[src/design/nvac_pkg.sv]
// shared constants and types of the nonvolatile access controller
package nvac_pkg;
   // register byte offsets on the bus
   localparam int         AXI_AW      = 8;
   localparam logic [7:0] OFS_CTRL    = 8'h00;
   localparam logic [7:0] OFS_KEY     = 8'h04;
   localparam logic [7:0] OFS_ADDR    = 8'h08;
   localparam logic [7:0] OFS_DATA    = 8'h0c;
   localparam logic [7:0] OFS_TBLP    = 8'h10;
   localparam logic [7:0] OFS_IRQ_ST  = 8'h14;
   localparam logic [7:0] OFS_IRQ_CLR = 8'h18;
   localparam logic [7:0] OFS_IRQ_EN  = 8'h1c;
   localparam logic [7:0] OFS_STAT    = 8'h20;
   // control register fields
   localparam int         B_RD        = 0;
   localparam int         B_WR        = 1;
   localparam int         B_WRITE_ENABLE_BIT      = 2;
   localparam int         B_WERR      = 3;
   localparam int         B_FREE      = 4;
   localparam int         B_CONFIG_SPACE_SELECT      = 6;
   localparam int         B_PGD       = 7;
   localparam logic [7:0] KEY_FIRST   = 8'h55;
   localparam logic [7:0] KEY_SECOND  = 8'haa;
   // interrupt and status fields
   localparam int         IRQ_W       = 3;
   localparam int         IRQ_WDONE   = 0;
   localparam int         IRQ_WERR    = 1;
   localparam int         IRQ_RDONE   = 2;
   localparam int         ST_BUSY     = 0;
   localparam int         ST_PWRT     = 1;
   localparam int         ST_ARMED    = 2;
   localparam int         ST_CP       = 3;
   localparam int         TP_W_DEF    = 22;
   localparam logic [1:0] RESP_OKAY   = 2'b00;
   localparam logic [1:0] RESP_SLVERR = 2'b10;
   // timing, in ns and in 125 MHz cycles (rounded up)
   localparam longint CLK_MHZ        = 125;
   localparam longint WRITE_TIME_NS  = 4000000;
   localparam longint PWRT_TIME_NS   = 65600000;
   localparam int unsigned WRITE_CYCLES =
      32'((WRITE_TIME_NS * CLK_MHZ + 999) / 1000);
   localparam int unsigned PWRT_CYCLES =
      32'((PWRT_TIME_NS * CLK_MHZ + 999) / 1000);
   typedef enum logic [1:0] {
      NVAC_KEY_IDLE, NVAC_KEY_HALF, NVAC_KEY_ARMED
   } nvac_key_type;
endpackage : nvac_pkg

[src/design/nvac_timer.sv]
// down-counter giving a one-cycle done pulse after COUNT cycles
`timescale 1ns/100ps
module nvac_timer #(
   parameter int unsigned COUNT = 16
) (
   input  wire logic clk,
   input  wire logic resetn,
   input  wire logic start,
   input  wire logic abort,
   output logic      running,
   output logic      done
);
   localparam int W = $clog2(COUNT + 1);
   logic [W-1:0] cnt_ff, nxt_cnt;
   logic         done_ff, nxt_done;

   // abort wins over start so a reset never leaves a cycle half running
   always_comb begin
      nxt_cnt  = cnt_ff;
      nxt_done = 1'b0;
      if (abort) begin
         nxt_cnt = '0;
      end else if (start) begin
         nxt_cnt = W'(COUNT);
      end else if (cnt_ff != '0) begin
         nxt_cnt  = cnt_ff - 1'b1;
         nxt_done = (cnt_ff == W'(1));
      end
   end

   always_ff @(posedge clk or negedge resetn) begin
      if (!resetn) begin
         cnt_ff  <= '0;
         done_ff <= 1'b0;
      end else begin
         cnt_ff  <= nxt_cnt;
         done_ff <= nxt_done;
      end
   end

   assign running = (cnt_ff != '0);
   assign done    = done_ff;
endmodule : nvac_timer

[src/design/nvac_top.sv]
// nonvolatile access controller with an AXI4-Lite register slave
`timescale 1ns/100ps
module nvac_top #(
   parameter int unsigned WRITE_CYC = nvac_pkg::WRITE_CYCLES,
   parameter int unsigned PWRT_CYC  = nvac_pkg::PWRT_CYCLES,
   parameter int          TP_W      = nvac_pkg::TP_W_DEF
) (
   input  wire logic                      clk,
   input  wire logic                      resetn,
   input  wire logic                      warm_reset,
   input  wire logic                      code_protect,
   input  wire logic                      ext_access_req,
   input  wire logic [7:0]                mem_rdata,
   input  wire logic [nvac_pkg::AXI_AW-1:0] s_axi_awaddr,
   input  wire logic                      s_axi_awvalid,
   output logic                           s_axi_awready,
   input  wire logic [31:0]               s_axi_wdata,
   input  wire logic [3:0]                s_axi_wstrb,
   input  wire logic                      s_axi_wvalid,
   output logic                           s_axi_wready,
   output logic [1:0]                     s_axi_bresp,
   output logic                           s_axi_bvalid,
   input  wire logic                      s_axi_bready,
   input  wire logic [nvac_pkg::AXI_AW-1:0] s_axi_araddr,
   input  wire logic                      s_axi_arvalid,
   output logic                           s_axi_arready,
   output logic [31:0]                    s_axi_rdata,
   output logic [1:0]                     s_axi_rresp,
   output logic                           s_axi_rvalid,
   input  wire logic                      s_axi_rready,
   output logic                           irq,
   output logic [TP_W-1:0]                mem_addr,
   output logic [7:0]                     mem_wdata,
   output logic                           mem_rd,
   output logic                           mem_busy,
   output logic                           mem_erase,
   output logic                           mem_prog_sel,
   output logic                           mem_cfg_sel,
   output logic                           ext_access_grant
);
   import nvac_pkg::*;

   // bus side state
   logic              aw_held_ff, nxt_aw_held, w_held_ff, nxt_w_held;
   logic              awready_ff, nxt_awready, wready_ff, nxt_wready;
   logic              bvalid_ff, nxt_bvalid, arready_ff, nxt_arready;
   logic              rvalid_ff, nxt_rvalid;
   logic [AXI_AW-1:0] awaddr_ff, nxt_awaddr;
   logic [7:0]        wdata_ff, nxt_wdata;
   logic              wstrb_ff, nxt_wstrb;
   logic [1:0]        bresp_ff, nxt_bresp, rresp_ff, nxt_rresp;
   logic [31:0]       rdata_ff, nxt_rdata;
   // control state
   logic              pgd_ff, nxt_pgd, config_space_select_ff, nxt_config_space_select, free_ff, nxt_free;
   logic              werr_ff, nxt_werr, write_enable_bit_ff, nxt_write_enable_bit;
   logic              wr_ff, nxt_wr, rd_ff, nxt_rd;
   logic [7:0]        addr_ff, nxt_addr, data_ff, nxt_data;
   logic [TP_W-1:0]   tblp_ff, nxt_tblp, maddr_ff, nxt_maddr;
   logic [7:0]        mwdata_ff, nxt_mwdata;
   logic              mrd_ff, nxt_mrd, mbusy_ff, nxt_mbusy;
   logic              merase_ff, nxt_merase, mpgd_ff, nxt_mpgd;
   logic              mcfg_ff, nxt_mcfg, grant_ff, nxt_grant;
   logic              pwrt_go_ff, pwrt_done_ff, nxt_pwrt_done;
   // interrupt state
   logic [IRQ_W-1:0]  irq_st_ff, nxt_irq_st, irq_en_ff, nxt_irq_en;
   logic [IRQ_W-1:0]  irq_ev;
   logic              irq_ff, nxt_irq;
   // helpers
   logic              wr_go, w_en, ctrl_we, key_we, other_we;
   logic              wr_start, rd_start, armed;
   logic              wr_done, pwrt_done, wr_run;

   function automatic logic is_mapped(input logic [AXI_AW-1:0] a);
      is_mapped = (a == OFS_CTRL) || (a == OFS_KEY) || (a == OFS_ADDR) ||
                  (a == OFS_DATA) || (a == OFS_TBLP) || (a == OFS_IRQ_ST) ||
                  (a == OFS_IRQ_CLR) || (a == OFS_IRQ_EN) || (a == OFS_STAT);
   endfunction : is_mapped

   // write-only registers read as zero
   function automatic logic [31:0] reg_read(input logic [AXI_AW-1:0] a);
      reg_read = '0;
      unique case (a)
         OFS_CTRL:   reg_read[7:0] = {pgd_ff, config_space_select_ff, 1'b0, free_ff,
                                      werr_ff, write_enable_bit_ff, wr_ff, rd_ff};
         OFS_ADDR:   reg_read[7:0] = addr_ff;
         OFS_DATA:   reg_read[7:0] = data_ff;
         OFS_TBLP:   reg_read[TP_W-1:0] = tblp_ff;
         OFS_IRQ_ST: reg_read[IRQ_W-1:0] = irq_st_ff;
         OFS_IRQ_EN: reg_read[IRQ_W-1:0] = irq_en_ff;
         OFS_STAT:   reg_read[3:0] = {code_protect, armed, pwrt_done_ff,
                                      wr_ff};
         default:    reg_read = '0;
      endcase
   endfunction : reg_read

   // decode of the write that lands this cycle; only lane 0 holds data
   assign wr_go    = aw_held_ff & w_held_ff & ~bvalid_ff;
   assign w_en     = wr_go & wstrb_ff;
   assign ctrl_we  = w_en && (awaddr_ff == OFS_CTRL);
   assign key_we   = w_en && (awaddr_ff == OFS_KEY);
   assign other_we = w_en && (awaddr_ff != OFS_KEY);
   // internal start paths ignore code_protect on purpose
   assign wr_start = ctrl_we && wdata_ff[B_WR] && write_enable_bit_ff && armed &&
                     pwrt_done_ff && !wr_ff && !warm_reset;
   assign rd_start = ctrl_we && wdata_ff[B_RD] && !wr_ff && !warm_reset &&
                     !wdata_ff[B_PGD] && !wdata_ff[B_CONFIG_SPACE_SELECT];

   nvac_unlock u_unlock (
      .clk      (clk),
      .resetn   (resetn),
      .key_we   (key_we),
      .key_data (wdata_ff),
      .other_we (other_we),
      .flush    (warm_reset),
      .armed    (armed)
   );

   nvac_timer #(.COUNT(WRITE_CYC)) u_wr_tmr (
      .clk     (clk),
      .resetn  (resetn),
      .start   (wr_start),
      .abort   (warm_reset),
      .running (wr_run),
      .done    (wr_done)
   );

   nvac_timer #(.COUNT(PWRT_CYC)) u_pwrt_tmr (
      .clk     (clk),
      .resetn  (resetn),
      .start   (pwrt_go_ff),
      .abort   (1'b0),
      .running (),
      .done    (pwrt_done)
   );

   // bus slave: address and data taken in either order, answer after both
   always_comb begin
      nxt_aw_held = aw_held_ff;
      nxt_w_held  = w_held_ff;
      nxt_awaddr  = awaddr_ff;
      nxt_wdata   = wdata_ff;
      nxt_wstrb   = wstrb_ff;
      nxt_bvalid  = bvalid_ff;
      nxt_bresp   = bresp_ff;
      nxt_rvalid  = rvalid_ff;
      nxt_rresp   = rresp_ff;
      nxt_rdata   = rdata_ff;
      if (s_axi_awvalid && awready_ff) begin
         nxt_aw_held = 1'b1;
         nxt_awaddr  = s_axi_awaddr;
      end
      if (s_axi_wvalid && wready_ff) begin
         nxt_w_held = 1'b1;
         nxt_wdata  = s_axi_wdata[7:0];
         nxt_wstrb  = s_axi_wstrb[0];
      end
      if (wr_go) begin
         nxt_aw_held = 1'b0;
         nxt_w_held  = 1'b0;
         nxt_bvalid  = 1'b1;
         nxt_bresp   = is_mapped(awaddr_ff) ? RESP_OKAY : RESP_SLVERR;
      end else if (bvalid_ff && s_axi_bready) begin
         nxt_bvalid = 1'b0;
      end
      if (s_axi_arvalid && arready_ff) begin
         nxt_rvalid = 1'b1;
         nxt_rdata  = reg_read(s_axi_araddr);
         nxt_rresp  = is_mapped(s_axi_araddr) ? RESP_OKAY : RESP_SLVERR;
      end else if (rvalid_ff && s_axi_rready) begin
         nxt_rvalid = 1'b0;
      end
      nxt_awready = !nxt_aw_held && !nxt_bvalid;
      nxt_wready  = !nxt_w_held && !nxt_bvalid;
      nxt_arready = !nxt_rvalid;
   end

   always_ff @(posedge clk or negedge resetn) begin
      if (!resetn) begin
         aw_held_ff <= 1'b0;
         w_held_ff  <= 1'b0;
         awaddr_ff  <= '0;
         wdata_ff   <= '0;
         wstrb_ff   <= 1'b0;
         bvalid_ff  <= 1'b0;
         bresp_ff   <= RESP_OKAY;
         rvalid_ff  <= 1'b0;
         rresp_ff   <= RESP_OKAY;
         rdata_ff   <= '0;
         awready_ff <= 1'b0;
         wready_ff  <= 1'b0;
         arready_ff <= 1'b0;
      end else begin
         aw_held_ff <= nxt_aw_held;
         w_held_ff  <= nxt_w_held;
         awaddr_ff  <= nxt_awaddr;
         wdata_ff   <= nxt_wdata;
         wstrb_ff   <= nxt_wstrb;
         bvalid_ff  <= nxt_bvalid;
         bresp_ff   <= nxt_bresp;
         rvalid_ff  <= nxt_rvalid;
         rresp_ff   <= nxt_rresp;
         rdata_ff   <= nxt_rdata;
         awready_ff <= nxt_awready;
         wready_ff  <= nxt_wready;
         arready_ff <= nxt_arready;
      end
   end

   // control register and memory port; hardware updates follow software
   always_comb begin
      nxt_pgd    = pgd_ff;
      nxt_config_space_select   = config_space_select_ff;
      nxt_free   = free_ff;
      nxt_werr   = werr_ff;
      nxt_write_enable_bit   = write_enable_bit_ff;
      nxt_wr     = wr_ff;
      nxt_rd     = rd_ff;
      nxt_addr   = addr_ff;
      nxt_data   = data_ff;
      nxt_tblp   = tblp_ff;
      nxt_mrd    = 1'b0;
      nxt_mbusy  = mbusy_ff;
      nxt_merase = merase_ff;
      nxt_mpgd   = mpgd_ff;
      nxt_mcfg   = mcfg_ff;
      nxt_grant  = ext_access_req && !code_protect;
      nxt_pwrt_done = pwrt_done_ff || pwrt_done;
      irq_ev     = '0;
      if (ctrl_we) begin
         nxt_pgd  = wdata_ff[B_PGD];
         nxt_config_space_select = wdata_ff[B_CONFIG_SPACE_SELECT];
         nxt_free = wdata_ff[B_FREE];
         nxt_werr = wdata_ff[B_WERR];
         nxt_write_enable_bit = wdata_ff[B_WRITE_ENABLE_BIT];
      end
      if (w_en && awaddr_ff == OFS_ADDR) nxt_addr = wdata_ff;
      if (w_en && awaddr_ff == OFS_DATA) nxt_data = wdata_ff;
      if (w_en && awaddr_ff == OFS_TBLP) nxt_tblp = TP_W'(wdata_ff);
      // port follows the selection written this cycle, frozen while busy
      nxt_mwdata = wr_ff ? mwdata_ff : nxt_data;
      nxt_maddr  = wr_ff ? maddr_ff : ((nxt_pgd || nxt_config_space_select) ? nxt_tblp :
                                       TP_W'(nxt_addr));
      // start bits: a zero written to them simply falls through
      if (wr_start) begin
         nxt_wr     = 1'b1;
         nxt_mbusy  = 1'b1;
         nxt_mpgd   = nxt_pgd;
         nxt_mcfg   = nxt_config_space_select;
         nxt_merase = nxt_free && nxt_pgd && !nxt_config_space_select;
      end
      if (rd_start) begin
         nxt_rd  = 1'b1;
         nxt_mrd = 1'b1;
      end
      if (rd_ff) begin
         nxt_data = mem_rdata;
         nxt_rd   = 1'b0;
         irq_ev[IRQ_RDONE] = 1'b1;
      end
      if (wr_done) begin
         nxt_wr    = 1'b0;
         nxt_mbusy = 1'b0;
         nxt_merase = 1'b0;
         if (merase_ff) nxt_free = 1'b0;
         irq_ev[IRQ_WDONE] = 1'b1;
      end
      // warm reset keeps both selection bits, flags a cut-short cycle
      if (warm_reset) begin
         nxt_wr    = 1'b0;
         nxt_rd    = 1'b0;
         nxt_write_enable_bit  = 1'b0;
         nxt_free  = 1'b0;
         nxt_mbusy = 1'b0;
         nxt_merase = 1'b0;
         if (wr_ff) begin
            nxt_werr = 1'b1;
            irq_ev[IRQ_WERR] = 1'b1;
         end
      end
   end

   // write enable and error start cleared at power-up
   always_ff @(posedge clk or negedge resetn) begin
      if (!resetn) begin
         pgd_ff       <= 1'b0;
         config_space_select_ff      <= 1'b0;
         free_ff      <= 1'b0;
         werr_ff      <= 1'b0;
         write_enable_bit_ff      <= 1'b0;
         wr_ff        <= 1'b0;
         rd_ff        <= 1'b0;
         addr_ff      <= '0;
         data_ff      <= '0;
         tblp_ff      <= '0;
         mwdata_ff    <= '0;
         maddr_ff     <= '0;
         mrd_ff       <= 1'b0;
         mbusy_ff     <= 1'b0;
         merase_ff    <= 1'b0;
         mpgd_ff      <= 1'b0;
         mcfg_ff      <= 1'b0;
         grant_ff     <= 1'b0;
         pwrt_go_ff   <= 1'b1;
         pwrt_done_ff <= 1'b0;
      end else begin
         pgd_ff       <= nxt_pgd;
         config_space_select_ff      <= nxt_config_space_select;
         free_ff      <= nxt_free;
         werr_ff      <= nxt_werr;
         write_enable_bit_ff      <= nxt_write_enable_bit;
         wr_ff        <= nxt_wr;
         rd_ff        <= nxt_rd;
         addr_ff      <= nxt_addr;
         data_ff      <= nxt_data;
         tblp_ff      <= nxt_tblp;
         mwdata_ff    <= nxt_mwdata;
         maddr_ff     <= nxt_maddr;
         mrd_ff       <= nxt_mrd;
         mbusy_ff     <= nxt_mbusy;
         merase_ff    <= nxt_merase;
         mpgd_ff      <= nxt_mpgd;
         mcfg_ff      <= nxt_mcfg;
         grant_ff     <= nxt_grant;
         pwrt_go_ff   <= 1'b0;
         pwrt_done_ff <= nxt_pwrt_done;
      end
   end

   // sticky status: a new event wins over a clear in the same cycle
   always_comb begin
      nxt_irq_st = irq_st_ff;
      nxt_irq_en = irq_en_ff;
      if (w_en && awaddr_ff == OFS_IRQ_CLR)
         nxt_irq_st = irq_st_ff & ~wdata_ff[IRQ_W-1:0];
      if (w_en && awaddr_ff == OFS_IRQ_EN) nxt_irq_en = wdata_ff[IRQ_W-1:0];
      nxt_irq_st = nxt_irq_st | irq_ev;
      nxt_irq    = |(nxt_irq_st & nxt_irq_en);
   end

   always_ff @(posedge clk or negedge resetn) begin
      if (!resetn) begin
         irq_st_ff <= '0;
         irq_en_ff <= '0;
         irq_ff    <= 1'b0;
      end else begin
         irq_st_ff <= nxt_irq_st;
         irq_en_ff <= nxt_irq_en;
         irq_ff    <= nxt_irq;
      end
   end

   assign s_axi_awready    = awready_ff;
   assign s_axi_wready     = wready_ff;
   assign s_axi_bvalid     = bvalid_ff;
   assign s_axi_bresp      = bresp_ff;
   assign s_axi_arready    = arready_ff;
   assign s_axi_rvalid     = rvalid_ff;
   assign s_axi_rresp      = rresp_ff;
   assign s_axi_rdata      = rdata_ff;
   assign irq              = irq_ff;
   assign mem_addr         = maddr_ff;
   assign mem_wdata        = mwdata_ff;
   assign mem_rd           = mrd_ff;
   assign mem_busy         = mbusy_ff;
   assign mem_erase        = merase_ff;
   assign mem_prog_sel     = mpgd_ff;
   assign mem_cfg_sel      = mcfg_ff;
   assign ext_access_grant = grant_ff;
endmodule : nvac_top

[src/design/nvac_unlock.sv]
// two-key unlock detector, armed for the very next bus write only
`timescale 1ns/100ps
module nvac_unlock (
   input  wire logic       clk,
   input  wire logic       resetn,
   input  wire logic       key_we,
   input  wire logic [7:0] key_data,
   input  wire logic       other_we,
   input  wire logic       flush,
   output logic            armed
);
   import nvac_pkg::*;
   nvac_key_type st_ff, nxt_st;

   // any other write between the keys and the start bit disarms
   always_comb begin
      nxt_st = st_ff;
      if (flush) begin
         nxt_st = NVAC_KEY_IDLE;
      end else if (key_we) begin
         if (key_data == KEY_FIRST) begin
            nxt_st = NVAC_KEY_HALF;
         end else if (key_data == KEY_SECOND && st_ff == NVAC_KEY_HALF) begin
            nxt_st = NVAC_KEY_ARMED;
         end else begin
            nxt_st = NVAC_KEY_IDLE;
         end
      end else if (other_we) begin
         nxt_st = NVAC_KEY_IDLE;
      end
   end

   always_ff @(posedge clk or negedge resetn) begin
      if (!resetn) begin
         st_ff <= NVAC_KEY_IDLE;
      end else begin
         st_ff <= nxt_st;
      end
   end

   assign armed = (st_ff == NVAC_KEY_ARMED);
endmodule : nvac_unlock

[config.mk]
export PLATFORM = sky130hd
export DESIGN_NAME = nvac_top
export DESIGN_NICKNAME = d
export VERILOG_FILES = /design/src/design/nvac_pkg.sv /design/src/design/nvac_timer.sv /design/src/design/nvac_top.sv /design/src/design/nvac_unlock.sv
export SDC_FILE = /design/constraint.sdc
export NUM_CORES = 1
export LEC_CHECK = 0
export BUFFER_PORTS_ARGS = -buffer_cell sky130_fd_sc_hd__buf_2
export CORE_AREA = 4 4 172 132
export DETAILED_ROUTE_END_ITERATION = 16
export DIE_AREA = 0 0 176 136
export PLACE_DENSITY = 0.67
export SYNTH_ARGS = -nofsm -noshare
export SYNTH_HDL_FRONTEND = slang
export SYNTH_SLANG_ARGS = --single-unit
export TNS_END_PERCENT = 1
[constraint.sdc]
create_clock -name clk -period 2.7 [get_ports clk]
set_clock_uncertainty 0.2 [all_clocks]
set_input_delay 0.27 -clock clk [delete_from_list [all_inputs] [get_ports clk]]
set_output_delay 0.27 -clock clk [all_outputs]
set_load 0.02 [all_outputs]
Word level (Yosys, flattened, before mapping)

Index checks and enable logic that the tools add are counted.

Register bits: 185
Bits of input ports: 70

Add/subtract/negate cells: 2
Eq/ne operators: 23
Multiplexer cells: 60
Bitwise operators: 8
Reductions and logical operators: 68

Operators by type and width:

| cell                                                                   | count |
|---|---|
| 8-bit by 5-bit equality test with 1-bit output, second input constant  | 8 |
| 19-bit 2-to-1 mux                                                      | 3 |
| 23-bit 2-to-1 mux                                                      | 2 |
| 22-bit 2-to-1 mux                                                      | 2 |
| 1-bit 2-to-1 mux                                                       | 37 |
| 8-bit by 4-bit equality test with 1-bit output, second input constant  | 4 |
| 1-bit logical AND                                                      | 30 |
| 8-bit 2-to-1 mux                                                       | 3 |
| 23-bit by 1-bit equality test with 1-bit output, second input constant | 1 |
| 23-bit nonzero test                                                    | 1 |
| 23-bit by 1-bit subtractor with 23-bit output, second input constant   | 1 |
| 3-bit case mux with 7 select lines                                     | 1 |
| 19-bit by 1-bit equality test with 1-bit output, second input constant | 1 |
| 19-bit nonzero test                                                    | 1 |
| 19-bit by 1-bit subtractor with 19-bit output, second input constant   | 1 |
| 1-bit logical OR                                                       | 18 |
| 8-bit by 3-bit equality test with 1-bit output, second input constant  | 2 |
| 8-bit by 6-bit equality test with 1-bit output, second input constant  | 2 |
| 8-bit logical NOT                                                      | 2 |
| 4-bit case mux with 4 select lines                                     | 1 |
| 14-bit 2-to-1 mux                                                      | 1 |
| 2-bit 2-to-1 mux                                                       | 7 |
| 1-bit logical NOT                                                      | 10 |
| 3-bit nonzero test                                                     | 3 |
| other kinds (14)                                                       | 19 |

Depth between registers and ports, before layout

Depth after elaboration: 13
Mapped depth: 8

Hierarchy

A second synthesis with hierarchy kept.

Cells, all modules: 760
Area, all modules: 8,563.2 um2

Modules (own cells, without submodules):

| module                   | instances | cells an instance | area each (um2) | sequential area each (um2) |
|---|---|---|---|---|
| nvac_top                 | 1         | 482               | 5,915.7         | 3,429.5 |
| nvac_timer at u_pwrt_tmr | 1         | 139               | 1,352.5         | 600.6 |
| nvac_timer at u_wr_tmr   | 1         | 125               | 1,148.6         | 500.5 |
| nvac_unlock              | 1         | 14                | 146.4           | 50.0 |

Worst setup path before layout

Ideal clock, no wire load.

Path kind: reg2reg
Start point: register u_pwrt_tmr.cnt_ff[0]
End point: register u_pwrt_tmr.cnt_ff[20]
Setup time: 0.131 ns
Arrival time: 2.186 ns
Required time: 2.369 ns
Slack: 0.183 ns
Cell stages (with the launch flop): 9
Cell sequence: dfrtp_1 inv_1 ha_1 nor3b_1 nand4bb_4 a2111o_1 buf_6 o31a_1 or3_1

Longest elaborated chain between the ends: 3
Elaborated cells on any way between the ends: 5
Classes of those cells: add/sub (1); mux (2); reduce/logical (2)

Ends and longest elaborated chain:

| element                                       | RTL line         | source |
|---|---|---|
| start, declared                               | nvac_timer.sv:14 | `logic [W-1:0] cnt_ff, nxt_cnt;` |
| start signal, assigned                        | nvac_timer.sv:36 | `cnt_ff <= nxt_cnt;` |
| 23-bit by 1-bit subtractor with 23-bit output | nvac_timer.sv:26 | `nxt_cnt = cnt_ff - 1'b1;` |
| 23-bit 2-to-1 mux                             | nvac_timer.sv:25 | `end else if (cnt_ff != '0) begin` |
| 23-bit 2-to-1 mux                             | nvac_timer.sv:23 | `end else if (start) begin` |

Parallel ways exist; a longest one is shown, timed or not. The select of a mux whose other input is x is not followed.
A chain may end at the register's enable or synchronous reset.

Final worst setup path

Same ends and word-level chain as after synthesis.

==> metrics <==
status finished clean; Syn Area/Cell 11.03 um^2; worst path cell trace inv_1 -> ha_1 -> nor4b_1 -> and4b_1 -> a2111o_1 -> o31a_1 -> or3_1; Leak 4.630 nW; Synthesis Warnings 0; Worst R2R Path Depth 7; Final Power 8.085 mW; later-pin clock latency in the skew report 0.44 ns; Initial Utilization 39.50%; DR DRC count 0; final cycle utilization of the critical path 94.44%; Peak VDD IR ~0.45 mV; initial antenna violation count 0; sequential fraction of the synthesis area 55.35%; maximum clock insertion buffer count 2; Max stage delay on crit path 0.56 ns; core box area 20950 um^2; cells after synthesis 750; final count of pins violating max slew 0; # rows 46; Via density 5.110; initial DRC count 440; maxcap violations 0; Peak Freq 392.2 MHz; gr ovfl total 0; 1st-pass router iterations 5; Die H 136 um; slowest CP cell a2111o_1; Clock Tree Root clkbuf_16; number of port buffers 108; number of global-route vias before repair 5988; Synth async-reset ratio 100.0%; Post-DP Area between 9000 and 10000 um^2; vias 6163; Area growth, synth to finish 23.13%; share of layout cells above drive strength 1 about a quarter; gr usage total between 10% and 20%; WL per Instance 16.51 um; kind of critical path reg -> reg; final instance count without filler cells between 1000 and 1500; antenna viol nets, final 0; Max FO, Critical Path 9; setup tns final 0 ns; Final HPWL DP 13.86 mm; Cell Pwr Density 793.5 nW/um^2; CTS tree yes; RSZ-0062 raised after global routing false; Least-Margin Pin Slew approximately 0.70 ns; register bit total from synthesis approximately 180; Die ar. 23940 um^2; Die X between 150 and 200 um; Tmin final 2.550 ns; CTS H-tree depth 4; clock slew at reported path FFs 0.07 ns; WP data arrival 2.66 ns; IO Pins 148; Placed Instances 1140; Post-Syn Area 8275 um^2; Place WS -0.01465 ns; endpoints failing hold 0; number of diodes 0; Critical Path RT 2.81 ns; Hold Path Class in -> reg; Final nets between 900 and 1000; CP endpoint kind flop; Setup violations, final 0; overall routed net length 19.91 mm; Final Util ~49%; Worst Setup Start Kind flop; Synth cell types 70; Final WS setup 0.1502 ns; Post-synth EDFFs 0; Sink Count between 150 and 200; RD Place Congestion 0.8057; Worst Hold Path Cells 3; design area just over 10000 um^2; first-pass GRT wire length 32.52 mm; ys flop type dfrtp_1; largest net degree at the start of global routing 55; number of CTS-inserted buffers 17; Max-slew headroom 53.21%; Hold WS 0.03690 ns
==> flip-flops by register name, summed over array words and instances, names as in the netlist, 2 cells and up <==
register / flops
addr_ff: 8
awaddr_ff: 8
data_ff: 8
irq_en_ff: 3
irq_st_ff: 3
mem_addr: 22
mem_wdata: 8
s_axi_rdata: 22
tblp_ff: 22
u_pwrt_tmr.cnt_ff: 23
u_unlock.st_ff: 2
u_wr_tmr.cnt_ff: 19
wdata_ff: 8
==> power by group <==
group | switching [mW] | total, mW | internal, mW
logic | 1.15 | 2.08 | 0.929
registers | 0.420 | 3.56 | 3.14
clock network | 1.21 | 2.45 | 1.24
==> cells by family after synthesis <==
family	share of synthesized area (%)
fa+ha+maj	0.7560
xor+xnor	2.011
flops	55.35
other cells	0.04531
mux	7.590
compound gates	12.40
simple gates	18.31
buf+inv	3.538
==> final timing paths <==
kind                                      startpoint               endpoint  slack [ns]
worst min register to register       u_pwrt_tmr.done           pwrt_done_ff        0.24
worst min-delay path                 s_axi_araddr[4]         s_axi_rdata[2]        0.04
min in group asynchronous                     resetn  u_pwrt_tmr.cnt_ff[11]        0.16
worst max-delay path            u_pwrt_tmr.cnt_ff[0]  u_pwrt_tmr.cnt_ff[20]        0.15
max in group asynchronous                     resetn    write_enable_bit_ff        1.42
worst max register to register  u_pwrt_tmr.cnt_ff[0]  u_pwrt_tmr.cnt_ff[20]        0.15
==> critical path, delay by kind of cell, from the launching register on <==
kind	cells	cell delay, ns
flip-flops	1	0.41
AO/OA/AOI/OAI	2	0.84
adder cells (fa/ha/maj)	1	0.22
AND/OR/NAND/NOR	3	0.68
buffers and inverters	1	0.08
==> area by class of cell <==
| class | instances | area, um^2 |
|---|---|---|
| clock buffers | 18 | 429.2 |
| clock inverters | 14 | 161.4 |
| fillers | 1932 | 10760 |
| inverters | 12 | 45.04 |
| multi-input cells | 518 | 3467 |
| flip-flops and latches | 183 | 4582 |
| well taps | 288 | 360.3 |
| repair buffers | 173 | 1145 |
==> Yosys cell counts, drive strengths merged (3+ instances only) <==
library cell / count / area [um^2]
nand2: 84 / 315.3
nand2b: 10 / 62.56
mux2: 46 / 518.0
o31ai: 11 / 82.58
dfrtp: 182 / 4554
ha: 5 / 62.56
nor4b: 3 / 32.53
or4: 8 / 60.06
and3: 4 / 25.02
nor4bb: 3 / 30.03
a221oi: 4 / 35.03
a31oi: 5 / 31.28
o21ai: 48 / 240.2
mux2i: 11 / 110.1
and4b: 3 / 30.03
nor2: 39 / 146.4
a21o: 3 / 22.52
inv: 12 / 45.04
nor4: 12 / 111.4
clkbuf: 28 / 105.1
nor2b: 9 / 56.30
a22oi: 4 / 30.03
or3: 14 / 92.59
nand4: 9 / 62.56
a21oi: 29 / 145.1
and2: 17 / 106.4
nand3: 16 / 85.08
o221a: 8 / 90.09
xor2: 5 / 43.79
buf: 21 / 142.6
a211oi: 7 / 52.55
or2: 8 / 50.05
a22o: 19 / 166.4
nor3: 16 / 80.08
xnor2: 14 / 122.6
nand4bb: 3 / 50.05
nor3b: 7 / 57.55
==> repair_timing <==
item,CTS,global route
pin swaps,1,0
hold buffers,34,0
gates resized for setup,1,1
hold endpoints to repair,82,0
endpoints found under the setup margin,15,2
buffers inserted,0,0
==> cell usage in the layout, fill, tap and decap left out, types with 14 or more instances in the layout <==
cell type / netlist / layout
dlygate4sd3_1: 0 / 34
o21ai_0: 47 / 47
and2_1: 17 / 17
xnor2_1: 14 / 14
buf_4: 13 / 29
buf_2: 6 / 107
a22o_1: 19 / 19
a21oi_1: 29 / 29
dfrtp_1: 182 / 181
nand2_1: 84 / 84
nor3_1: 16 / 16
nor2_1: 39 / 39
nand3_1: 15 / 15
clkbuf_16: 0 / 17
mux2_2: 45 / 45
==> layer usage <==
layer / wire (um) / track usage, % / vias to the layer above
met2: 8620 / 24.94 / 138
met1: 9933 / 25.49 / 3007
met3: 1161 / 4.532 / 16
li1: - / - / 3002
met5: 0 / 0 / -
met4: 196 / 3.636 / 0
Power figures use the tool's default switching activity.
